--- config.mk ---
export PLATFORM = sky130hd
export DESIGN_NAME = urxbs_top
export DESIGN_NICKNAME = d
export VERILOG_FILES = /design/src/design/urxbs_pkg.sv /design/src/design/urxbs_top.sv
export SDC_FILE = /design/constraint.sdc
export NUM_CORES = 1
export LEC_CHECK = 0
export BUFFER_PORTS_ARGS = -buffer_cell sky130_fd_sc_hd__buf_2
export CAP_MARGIN = 0
export CORE_MARGIN = 4
export CORE_UTILIZATION = 55
export DETAILED_ROUTE_END_ITERATION = 6
export PLACE_DENSITY_LB_ADDON = 0.08
export SYNTH_ARGS = -nofsm -noshare
export SYNTH_HDL_FRONTEND = slang
export SYNTH_SLANG_ARGS = --single-unit
--- constraint.sdc ---
create_clock -name sys_clk -period 2.2 [get_ports sys_clk]
set_input_delay 0.33 -clock sys_clk [delete_from_list [all_inputs] [get_ports sys_clk]]
set_output_delay 0.33 -clock sys_clk [all_outputs]
set_load 0.02 [all_outputs]
--- src/design/urxbs_pkg.sv ---
package urxbs_pkg;

  // ---------------------------------------------------------------
  // register map and field positions
  // ---------------------------------------------------------------
  localparam int          ADDR_W       = 2;
  localparam logic [1:0]  ADDR_STATUS  = 2'h0;
  localparam logic [1:0]  ADDR_CTRL_B  = 2'h1;
  localparam logic [1:0]  ADDR_CTRL_C  = 2'h2;
  localparam logic [1:0]  ADDR_DATA    = 2'h3;

  localparam int ST_RXC   = 7;
  localparam int ST_FE    = 4;
  localparam int ST_DOR   = 3;
  localparam int ST_UPE   = 2;

  localparam int CB_RXCIE = 7;
  localparam int CB_RXEN  = 4;
  localparam int CB_SIZE2 = 2;
  localparam int CB_RXB9  = 1;
  localparam int CB_TXB9  = 0;

  localparam int CC_PM_HI = 5;
  localparam int CC_PM_LO = 4;
  localparam int CC_STOP  = 3;
  localparam int CC_SIZE1 = 2;
  localparam int CC_SIZE0 = 1;

  localparam logic [2:0] SIZE_RST  = 3'h3;
  localparam logic [2:0] SIZE_NINE = 3'h7;
  localparam logic [3:0] SIZE_BASE = 4'h5;

  // ---------------------------------------------------------------
  // fifo entry layout
  // ---------------------------------------------------------------
  localparam int E_B9  = 8;
  localparam int E_FE  = 9;
  localparam int E_DOR = 10;
  localparam int E_UPE = 11;
  localparam int E_W   = 12;
  localparam logic [1:0] FIFO_DEPTH = 2'h2;

  // ---------------------------------------------------------------
  // timing
  // ---------------------------------------------------------------
  localparam int BAUD_W            = 16;
  localparam int CLKS_PER_BIT_DFLT = 16;

  typedef enum logic [2:0] {
    URXBS_IDLE  = 3'h0,
    URXBS_START = 3'h1,
    URXBS_DATA  = 3'h3,
    URXBS_PAR   = 3'h2,
    URXBS_STOP  = 3'h6
  } urxbs_state_t;

  typedef struct packed {
    logic              syn1;
    logic              syn2;
    logic [7:0]        rdata;
    logic              irq;
    logic              pin_own;
    logic              rxcie;
    logic              rxen;
    logic              txb9;
    logic              pm_hi;
    logic              pm_lo;
    logic              stop_sel;
    logic [2:0]        size;
    urxbs_state_t      st;
    logic [BAUD_W-1:0] baud;
    logic [3:0]        bitidx;
    logic [8:0]        shreg;
    logic              par;
    logic              hold_v;
    logic [E_W-1:0]    hold;
    logic              ovr;
    logic [E_W-1:0]    ent0;
    logic [E_W-1:0]    ent1;
    logic              rdp;
    logic [1:0]        cnt;
  } urxbs_regs_t;

  // synchroniser starts at the idle line level, so no false start follows reset
  localparam urxbs_regs_t URXBS_RST = '{syn1: 1'b1, syn2: 1'b1, size: SIZE_RST,
                                        st: URXBS_IDLE, default: '0};

endpackage : urxbs_pkg

--- src/design/urxbs_top.sv ---
// Notes on behaviour
// - ninth bit sits in fifo; data read advances fifo to next entry
// - receive-complete reads one when fifo holds any unread character
// - clearing receiver enable flushes fifo and clears receive-complete
// - interrupt request is a level while interrupt enable, global enable and receive-complete are set
// - error flags stored per entry; status shows oldest entry
// - writes to status never change the error flags
// - error flags raise no interrupt
// - frame error is one when first stop bit sampled zero
// - only first stop bit checked; stop count setting irrelevant
// - overrun when start seen, fifo full and a frame waiting
// - overrun cleared when a frame moves into the fifo
// - parity checked only when high mode bit set; low bit picks odd
// - parity result stored in the entry with its character
// - parity flag valid for oldest entry until data read
// - parity flag reads zero while checking is off
// - disabling stops reception at once and releases the pin
// - unused upper data bits read zero for short characters
// - frame moves into fifo once first stop bit received
// - enabling gives the pin to the receiver
`timescale 1ns/100ps
module urxbs_top
  import urxbs_pkg::*;
#(
  parameter int CLKS_PER_BIT = CLKS_PER_BIT_DFLT
) (
  // clock and reset
  input  wire logic              sys_clk,
  input  wire logic              rst_n,
  // register port
  input  wire logic [ADDR_W-1:0] reg_addr,
  input  wire logic [7:0]        reg_wdata,
  input  wire logic              reg_wr,
  input  wire logic              reg_rd,
  output logic      [7:0]        reg_rdata,
  // serial line and pin ownership
  input  wire logic              serial_input_pin,
  output logic                   serial_pin_override,
  // interrupt request
  input  wire logic              global_irq_enable,
  output logic                   rx_complete_irq_req
);

  localparam logic [BAUD_W-1:0] BIT_LAST  = BAUD_W'(CLKS_PER_BIT - 1);
  localparam logic [BAUD_W-1:0] HALF_LAST = BAUD_W'(CLKS_PER_BIT / 2 - 1);

  urxbs_regs_t    q;
  urxbs_regs_t    next_q;
  logic [E_W-1:0] head;
  logic [E_W-1:0] frame;
  logic [3:0]     nbits;
  logic           rx;
  logic           pop;
  logic           push;
  logic           wp;
  logic           started;

  // ---------------------------------------------------------------
  // next state
  // ---------------------------------------------------------------
  always_comb begin
    next_q  = q;
    pop     = 1'b0;
    push    = 1'b0;
    started = 1'b0;
    frame   = '0;
    rx      = q.syn2;
    head    = q.rdp ? q.ent1 : q.ent0;
    wp      = q.rdp ^ (q.cnt == 2'h1);
    nbits   = (q.size == SIZE_NINE) ? 4'h9 : SIZE_BASE + {2'h0, q.size[1:0]};

    // pin synchroniser
    next_q.syn1 = serial_input_pin;
    next_q.syn2 = q.syn1;

    // register port
    next_q.rdata = 8'h00;
    if (reg_rd) begin
      if (reg_addr == ADDR_STATUS) begin
        next_q.rdata[ST_RXC] = (q.cnt != 2'h0);
        next_q.rdata[ST_FE]  = (q.cnt != 2'h0) & head[E_FE];
        next_q.rdata[ST_DOR] = (q.cnt != 2'h0) & head[E_DOR];
        next_q.rdata[ST_UPE] = (q.cnt != 2'h0) & head[E_UPE] & q.pm_hi;
      end else if (reg_addr == ADDR_CTRL_B) begin
        next_q.rdata[CB_RXCIE] = q.rxcie;
        next_q.rdata[CB_RXEN]  = q.rxen;
        next_q.rdata[CB_SIZE2] = q.size[2];
        next_q.rdata[CB_RXB9]  = (q.cnt != 2'h0) & head[E_B9];
        next_q.rdata[CB_TXB9]  = q.txb9;
      end else if (reg_addr == ADDR_CTRL_C) begin
        next_q.rdata[CC_PM_HI] = q.pm_hi;
        next_q.rdata[CC_PM_LO] = q.pm_lo;
        next_q.rdata[CC_STOP]  = q.stop_sel;
        next_q.rdata[CC_SIZE1] = q.size[1];
        next_q.rdata[CC_SIZE0] = q.size[0];
      end else begin
        // empty read returns zero and leaves the fifo alone
        if (q.cnt != 2'h0) begin
          next_q.rdata = head[7:0];
          pop          = 1'b1;
        end
      end
    end
    // status writes are dropped: its flags live in the fifo
    if (reg_wr) begin
      if (reg_addr == ADDR_CTRL_B) begin
        next_q.rxcie   = reg_wdata[CB_RXCIE];
        next_q.rxen    = reg_wdata[CB_RXEN];
        next_q.size[2] = reg_wdata[CB_SIZE2];
        next_q.txb9    = reg_wdata[CB_TXB9];
      end else if (reg_addr == ADDR_CTRL_C) begin
        next_q.pm_hi    = reg_wdata[CC_PM_HI];
        next_q.pm_lo    = reg_wdata[CC_PM_LO];
        next_q.stop_sel = reg_wdata[CC_STOP];
        next_q.size[1]  = reg_wdata[CC_SIZE1];
        next_q.size[0]  = reg_wdata[CC_SIZE0];
      end
    end

    // waiting frame into fifo; pop in the same cycle does not free room,
    // which delays the move by one cycle, or loses the frame to overrun if a start is confirmed in that cycle
    if (q.hold_v && (q.cnt != FIFO_DEPTH)) begin
      push = 1'b1;
      next_q.hold_v = 1'b0;
      next_q.ovr    = 1'b0;
      if (wp) begin
        next_q.ent1 = q.hold | (E_W'(q.ovr) << E_DOR);
      end else begin
        next_q.ent0 = q.hold | (E_W'(q.ovr) << E_DOR);
      end
    end
    if (pop) begin
      next_q.rdp = ~q.rdp;
    end
    next_q.cnt = q.cnt + {1'b0, push} - {1'b0, pop};

    // receiver
    case (q.st)
      URXBS_IDLE: begin
        if (!rx) begin
          next_q.st   = URXBS_START;
          next_q.baud = HALF_LAST;
        end
      end
      URXBS_START: begin
        if (q.baud != '0) begin
          next_q.baud = q.baud - 1'b1;
        end else if (rx) begin
          next_q.st = URXBS_IDLE;
        end else begin
          started       = 1'b1;
          next_q.st     = URXBS_DATA;
          next_q.baud   = BIT_LAST;
          next_q.bitidx = 4'h0;
          next_q.shreg  = 9'h000;
          if ((q.cnt == FIFO_DEPTH) && q.hold_v) begin
            next_q.ovr    = 1'b1;
            next_q.hold_v = 1'b0;
          end
        end
      end
      URXBS_DATA: begin
        if (q.baud != '0) begin
          next_q.baud = q.baud - 1'b1;
        end else begin
          next_q.shreg[q.bitidx] = rx;
          next_q.baud            = BIT_LAST;
          if (q.bitidx == nbits - 4'h1) begin
            next_q.st = q.pm_hi ? URXBS_PAR : URXBS_STOP;
          end else begin
            next_q.bitidx = q.bitidx + 4'h1;
          end
        end
      end
      URXBS_PAR: begin
        if (q.baud != '0) begin
          next_q.baud = q.baud - 1'b1;
        end else begin
          next_q.par  = rx;
          next_q.baud = BIT_LAST;
          next_q.st   = URXBS_STOP;
        end
      end
      URXBS_STOP: begin
        // only the first stop bit is looked at
        if (q.baud != '0) begin
          next_q.baud = q.baud - 1'b1;
        end else begin
          frame[8:0]    = q.shreg;
          frame[E_FE]   = ~rx;
          frame[E_UPE]  = q.pm_hi & (^q.shreg ^ q.par ^ q.pm_lo);
          next_q.hold   = frame;
          next_q.hold_v = 1'b1;
          next_q.st     = URXBS_IDLE;
        end
      end
      default: begin
        next_q.st = URXBS_IDLE;
      end
    endcase

    // disabled receiver: no frame, no fifo
    if (!q.rxen) begin
      next_q.st     = URXBS_IDLE;
      next_q.hold_v = 1'b0;
      next_q.ovr    = 1'b0;
      next_q.cnt    = 2'h0;
      next_q.rdp    = 1'b0;
    end

    next_q.pin_own = q.rxen;
    // level request, errors play no part
    next_q.irq = q.rxcie & (q.cnt != 2'h0) & global_irq_enable;
  end

  // ---------------------------------------------------------------
  // state register
  // ---------------------------------------------------------------
  always_ff @(posedge sys_clk) begin
    if (!rst_n) begin
      q <= URXBS_RST;
    end else begin
      q <= next_q;
    end
  end

  assign reg_rdata           = q.rdata;
  assign serial_pin_override = q.pin_own;
  assign rx_complete_irq_req = q.irq;
endmodule : urxbs_top

==> results of run 1 <==
[cell type report]
class	instances	share of cell area [%]
tap	105	2.54
inverter	15	1.09
multi-input combinational	382	48.5
sequential	94	36.4
clock inverter	7	1.21
clock buffer	9	2.40
timing repair buffer	60	7.87
[registers in the layout, summed over array words and instances, names as in the netlist]
| signal | count |
|---|---|
| serial_pin_override | 1 |
| next_q | 2 |
| rx | 1 |
| q | 81 |
| reg_rdata | 8 |
| rx_complete_irq_req | 1 |
[stage by stage]
step | std cells | total power [mW] | TNS [ns] | instance area, um2
after floorplan | 525 | 2.01 | 0 | 4610
after global routing | 672 | 3.34 | -0.00171 | 5170
final | 672 | 3.20 | 0 | 5170
after detailed placement | 656 | 2.13 | -0.00970 | 4970
after CTS | 672 | 3.22 | 0 | 5150
after global placement | 656 | 2.12 | 0 | 4970
[where the power goes]
| part | internal (mW) | total [mW] | switching [mW] |
|---|---|---|---|
| sequential | 1.72 | 1.74 | 0.0229 |
| combinational | 0.148 | 0.358 | 0.210 |
| clock | 0.437 | 1.10 | 0.660 |
[worst max-delay path by stage]
| stage | endpoint | slack, ns | cells after the start |
|---|---|---|---|
| floorplan | q[1] | 0.07 | 11 |
| global placement | q[1] | 0.03 | 11 |
| detailed placement | q[1] | -0.01 | 11 |
| CTS | q[71] | 0.02 | 7 |
| global route | q[71] | -0.002 | 7 |
| finish | q[71] | 0.12 | 7 |
[cell usage in the layout (no fill, tap or decap), types with 15 or more instances in the layout]
cell type / synthesis / routed
dfxtp_1: 94 / 93
nor2_1: 67 / 67
nand2_1: 54 / 54
a21oi_1: 42 / 42
mux2i_1: 39 / 39
buf_4: 9 / 34
buf_2: 4 / 24
inv_1: 15 / 15
xnor2_1: 15 / 15
[routing by layer]
metal / wire length, um / part of all wire, % / GRT usage (%)
met5: 0 / 0 / 0
met4: 231 / 2.3 / 9.24
met3: 314 / 3.1 / 2.59
met2: 4930 / 48 / 36.9
met1: 4770 / 47 / 28.7
[Yosys cell counts, types with 4 or more instances]
| cell | number |
|---|---|
| a31oi_1 | 4 |
| nand3b_1 | 4 |
| o2bb2ai_1 | 8 |
| xor2_1 | 5 |
| ha_1 | 14 |
| buf_2 | 4 |
| buf_4 | 9 |
| mux2i_1 | 39 |
| nor2b_1 | 5 |
| mux2_2 | 6 |
| nor4_1 | 7 |
| a21oi_1 | 42 |
| nand3_1 | 14 |
| nor2_1 | 67 |
| nand2_1 | 54 |
| a211oi_1 | 5 |
| inv_1 | 15 |
| nor3_1 | 12 |
| o21ai_0 | 10 |
| and3_1 | 4 |
| dfxtp_1 | 94 |
| o211ai_1 | 4 |
| xnor2_1 | 15 |
| clkbuf_1 | 17 |
| nand2b_1 | 7 |
[cell families after synthesis]
group                    count (synthesis)  share of synthesized area, %
AND/OR/NAND/NOR                        202                          21.9
AO/OA/AOI/OAI                          100                          14.1
flip-flops                              94                          40.9
buffers and inverters                   49                          5.00
multiplexers                            45                          9.95
XOR/XNOR                                21                          4.30
adder cells (fa/ha/maj)                 14                          3.81
[worst max-delay path, stage by stage, from the launching register on]
cell	delay, ns
dfxtp_1	0.33
ha_1	0.23
a21boi_2	0.17
ha_1	0.25
xnor2_1	0.16
nor4_4	0.45
a21boi_1	0.12
o31a_1	0.25
==> reports/qor.txt, run 1 <==
Status -> completed
# port buffers -> 24
DRT iter0 DRCs -> 124
Reg2Reg Depth -> 7
FF-to-FF End -> q[71]
Post-Syn Area -> 0.00460 mm2
Final WS setup -> 0.116 ns
Setup Crit Path Kind -> register to register
RSZ-0062 raised after global routing -> true
FF+latch count, synth -> 94
Net Count, Synth -> 555
DR vias/cell -> 5.63
Worst setup EP type -> register
Crit start category -> register
H-tree depth -> 3
FFs w/ async S/R, synth -> 0%
Pin count of the biggest net entering global routing -> 48
Wire length of the first global-routing pass -> 17,800 um
Slew margin rel. -> 60.0%
Top_reg_cell synth -> dfxtp_1
Die width -> 99.5 um
R2R Setup Slk -> 0.12 ns
Cts bufs inserted -> 9
Root Buffer -> clkbuf_8
Count of cell types in the netlist -> 67
Vias in the first global route -> 3,779
Syn_area_per_cell -> 8.76 um2
# clock sinks -> 94
Hold Crit Depth -> 2
Static Leak -> 2.17 nW
Antenna viol nets, final -> 0
Fin crit period -> 2.08 ns
N_diodes -> 0
Fin util -> 63.2%
Critical-path maximum fanout -> 7
Fraction of layout cells with a size suffix above 1 -> 17.5%
Total grt overflow -> 0
Setup Viol. Count Final -> 0
GRT Util Overall -> 22.0%
Via count -> 3,780
Die area -> 0.00989 mm2
Post-CTS Resized -> 0
Worst Skew -> 0.0119 ns
Drt wl/cell -> 15.3 um
Final Hold Fails -> 0
Final WL -> 10,300 um
Placement Setup Slack -> -0.00970 ns
Crit. Startpoint -> q[74]
Worst skew pair latency -> 0.37 ns
GPL Wtd Cong -> 0.903
Synth top area cells -> dfxtp_1, mux2i_1, nor2_1, a21oi_1, nand2_1
Fillers -> 720
Register area share after synthesis -> 40.9%
CTS tree -> built
MaxCap Viol Count -> 0
Required time worst endpoint -> 2.45 ns
Fmax -> 0.480 GHz
HP Class -> primary input to register
Crit path DAT -> 2.34 ns
Die Y -> 99.5 um
Initial Util -> 56.3%
Register area -> 0.00188 mm2
DRC -> 0
# IOs -> 26
Synth Instances -> 525
Clock transition at the registers of the reported paths -> 0.10 ns
Pwr/cell area -> 619 mW/mm2
Synth warn -> 0
Hold WS -> 0.138 ns
Final net count -> 592
Initial antenna violation count -> 0
Worst R2R Start -> q[74]
Max VDD drop -> 309 uV
Area of the multi-input gates -> 0.00251 mm2
Worst-margin pin slew -> 0.599 ns
Synth-to-Final Area Change -> 12.4%
Row Count -> 33
CORE AREA -> 0.00818 mm2
Hold endpoint -> next_q[93]
Postcts setup bufs -> 0
Final HPWL DP -> 7510 um
Hold Buf Count CTS -> 0
Max Buffers Root-to-Sink -> 2
Synth top area share -> 40.9%
DR pass1 iterations -> 5
Fin crit share -> 94.7%
Max Transition Viols Final -> 0
Number of flops mapped to enable cells by yosys -> 0
Yosys top cell by area -> dfxtp_1
HP Start -> serial_input_pin
Power figures use the tool's default switching activity.
==> inputs of run 2 (changes only) <==
Settings changed: ABC_AREA set to 1, ABC_CLOCK_PERIOD_IN_PS set to 2280, CORE_UTILIZATION 55 to 61.
Clock period 2.2 ns to 2.28 ns, I/O delays scaled along.
==> run 2 against run 1 <==
Compared with the run above:
- global-route usage is 1.3 points higher
- clock power increased by 12%
- fmax up 0.22%
- critical path depth grew 7
- register-to-register slack better by 0.08 ns
- synthesized cell count up 32%
- clock skew increased by 0.00083 ns
- count of clock-buffer cells in the layout rose by 2
- sequential share of layout area decreased by 0.87 points
- area after synthesis is 5.4% higher
- highest routed layer unchanged
==> reports/qor.txt, run 2 <==
Slew margin rel. -> 68.3% (was 60.0%)
Row Count -> 32 (was 33)
Count of cell types in the netlist -> 47 (was 67)
Worst Skew -> 0.0127 ns (was 0.0119 ns)
Pin count of the biggest net entering global routing -> 19 (was 48)
Fraction of layout cells with a size suffix above 1 -> 13.1% (was 17.5%)
Hold Buf Count CTS -> 0 (unchanged)
Required time worst endpoint -> 2.57 ns (was 2.45 ns)
Worst setup EP type -> register (unchanged)
Post-Syn Area -> 0.00485 mm2 (was 0.00460 mm2)
Postcts setup bufs -> 0 (unchanged)
Max Transition Viols Final -> 0 (unchanged)
CP max stage delay -> 0.38 ns (was 0.45 ns)
Crit path top cell by count -> nand2_1 (was ha_1)
DRT iter0 DRCs -> 218 (was 124)
Synth Instances -> 695 (was 525)
Final WS setup -> 0.201 ns (was 0.116 ns)
Setup Crit Path Kind -> register to register (unchanged)
Yosys top cell by area -> dfxtp_1 (unchanged)
CP top delay family -> simple AND/OR/NAND/NOR gates (was compound AO/OA/AOI/OAI gates)
Initial antenna violation count -> 0 (unchanged)
Top_reg_cell synth -> dfxtp_1 (unchanged)
Critical-path maximum fanout -> 4 (was 7)
H-tree depth -> 3 (unchanged)
# port buffers -> 24 (unchanged)
Crit start category -> register (unchanged)
Max FFs per register -> 81 (unchanged)
Vias in the first global route -> 4,039 (was 3,779)
Setup Viol. Count Final -> 0 (unchanged)
Synth warn -> 0 (unchanged)
Crit path buffers/inverters -> 1 (was 0)
DRC -> 0 (unchanged)
N_diodes -> 0 (unchanged)
Most frequent cells in the layout -> nand2_1, dfxtp_1, inv_1, a21oi_1, o21ai_0 (was dfxtp_1, nor2_1, nand2_1, a21oi_1, mux2i_1)
Pwr/cell area -> 619 mW/mm2 (about the same)
Placed Instances -> 811 (was 656)
Non-filler cells, final -> 825 (was 672)
Critical path's slowest cell -> dfxtp_2 (was nor4_4)
Synth-to-Final Area Change -> 9.24% (was 12.4%)
Max VDD drop -> 323 uV (was 309 uV)
MaxCap Viol Count -> 0 (unchanged)
Number of flops mapped to enable cells by yosys -> 0 (unchanged)
Net Count, Synth -> 725 (was 555)
Final Hold Fails -> 0 (unchanged)
Die Y -> 97.2 um (was 99.5 um)
# clock sinks -> 94 (unchanged)
Initial Util -> 62.7% (was 56.3%)
Worst skew pair latency -> 0.35 ns (was 0.37 ns)
Register area -> 0.00188 mm2 (unchanged)
Syn_area_per_cell -> 6.98 um2 (was 8.76 um2)
Die area -> 0.00944 mm2 (was 0.00989 mm2)
Leading cell type in the layout, fill and taps excluded -> nand2_1 (was dfxtp_1)
Most flops, register -> q (unchanged)
Fmax -> 0.481 GHz (was 0.480 GHz)
Final net count -> 750 (was 592)
Register area share after synthesis -> 38.8% (was 40.9%)
Root Buffer -> clkbuf_8 (unchanged)
Top-count cell post-synth -> nand2_1 (was dfxtp_1)
Commonest cells post-synth -> nand2_1, dfxtp_1, inv_1 (was dfxtp_1, nor2_1, nand2_1)
HP Class -> primary input to register (unchanged)
Wire length of the first global-routing pass -> 18,300 um (was 17,800 um)
Status -> completed (unchanged)
Synth top area share -> 38.8% (was 40.9%)
Clock transition at the registers of the reported paths -> 0.09 ns (was 0.10 ns)
Drt wl/cell -> 13.3 um (was 15.3 um)
Via count -> 4,474 (was 3,780)
Crit-path cells -> ha_2, nand2_1, nand2_1, inv_1, ha_1, xor2_1, nand3_1, nor2_2, nand2_1, nand2_1, nand3_1, nand2_1, nand2_1, nor2_1 (was ha_1, a21boi_2, ha_1, xnor2_1, nor4_4, a21boi_1, o31a_1)
DR vias/cell -> 5.42 (was 5.63)
Fin crit share -> 91.2% (was 94.7%)
CTS tree -> built (unchanged)
Crit path DAT -> 2.37 ns (was 2.34 ns)
Total grt overflow -> 0 (unchanged)
FFs w/ async S/R, synth -> 0% (unchanged)
Static Leak -> 2.30 nW (was 2.17 nW)
Placement Setup Slack -> 0.0606 ns (was -0.00970 ns)
Fin crit period -> 2.08 ns (about the same)
Final WL -> 11,000 um (was 10,300 um)
Max Buffers Root-to-Sink -> 2 (unchanged)
Cts bufs inserted -> 9 (unchanged)
GRT Util Overall -> 23.2% (was 22.0%)
Fin util -> 68.5% (was 63.2%)
Hold WS -> 0.172 ns (was 0.138 ns)
Die width -> 97.2 um (was 99.5 um)
Area of the multi-input gates -> 0.00248 mm2 (was 0.00251 mm2)
Synth top area cells -> dfxtp_1, nand2_1, a21oi_1, inv_1, o21ai_0 (was dfxtp_1, mux2i_1, nor2_1, a21oi_1, nand2_1)
DR pass1 iterations -> 5 (unchanged)
FF+latch count, synth -> 94 (unchanged)
GPL Wtd Cong -> 0.919 (was 0.903)
Final HPWL DP -> 8270 um (was 7510 um)
Antenna viol nets, final -> 0 (unchanged)
CORE AREA -> 0.00773 mm2 (was 0.00818 mm2)
Fillers -> 697 (was 720)
Worst-margin pin slew -> 0.471 ns (was 0.599 ns)
# IOs -> 26 (unchanged)
==> run 2: cell count changes after synthesis, moves of 6 or more <==
cell and change:
nand2_1 +109, inv_1 +68, o21ai_0 +52, mux2i_1 -38, nand3_1 +34, a21oi_1 +24, xnor2_1 -12, o2bb2ai_1 -8
clkbuf_1 -7, nand2b_1 -7, nor4_1 -7, mux2_2 -6, nor3_1 -6
==> run 2: power by group <==
group | total [mW] | internal, mW | switching [mW] | leakage (nW)
combinational | 0.361 | 0.126 | 0.236 | 1.43
sequential | 1.69 | 1.66 | 0.0228 | 0.759
clock | 1.23 | 0.669 | 0.564 | 0.111
==> run 2: worst paths after layout <==
path	from	end	slack [ns]	cells past startpoint
worst max-delay path	q[75]	q[73]	0.20	14
worst min-delay path	serial_input_pin	next_q[93]	0.17	2
worst max register to register	q[75]	q[73]	0.20	14
worst min register to register	next_q[93]	rx	0.42	1
==> run 2: kinds of logic after synthesis <==
logic type | count (synthesis) | share of synthesized area (%)
buffers and inverters | 116 | 10.1
AOI/OAI and AO/OA | 151 | 16.9
xor gates and xnor gates | 6 | 1.08
muxes | 1 | 0.206
adders and majority gates | 14 | 3.61
and+or+nand+nor | 313 | 29.3
DFF | 94 | 38.8
==> run 2: cell type report <==
| type | instances | share of cell area [%] |
|---|---|---|
| Clock inverter | 3 | 1.30 |
| Inverter | 90 | 6.43 |
| Sequential cell | 94 | 35.6 |
| Clock buffer | 11 | 2.86 |
| Tap cell | 102 | 2.41 |
| Multi-Input combinational cell | 485 | 46.9 |
| Timing Repair Buffer | 40 | 4.54 |
==> run 2: routing by layer <==
layer	routed length [um]	global-route usage [%]	vias up
met1	5190	31.9	2058
li1	-	-	2291
met5	0	0	-
met4	127	6.80	0
met3	489	3.02	11
met2	5170	38.3	114
==> run 2: stage by stage <==
| stage | setup TNS, ns | total power, mW | instance area (um2) |
|---|---|---|---|
| 2_1_floorplan | 0 | 1.99 | 4850 |
| 3_3_place_gp | 0 | 2.07 | 5070 |
| 3_5_place_dp | 0 | 2.08 | 5070 |
| 4_1_cts | 0 | 3.29 | 5290 |
| 5_1_grt | -0.00294 | 3.42 | 5300 |
| 6_report | 0 | 3.28 | 5300 |
==> run 2: repair_timing <==
item,in CTS,in global routing
endpoints found under the setup margin,0,8
endpoints found under the hold margin,0,0
gates resized for setup,0,4
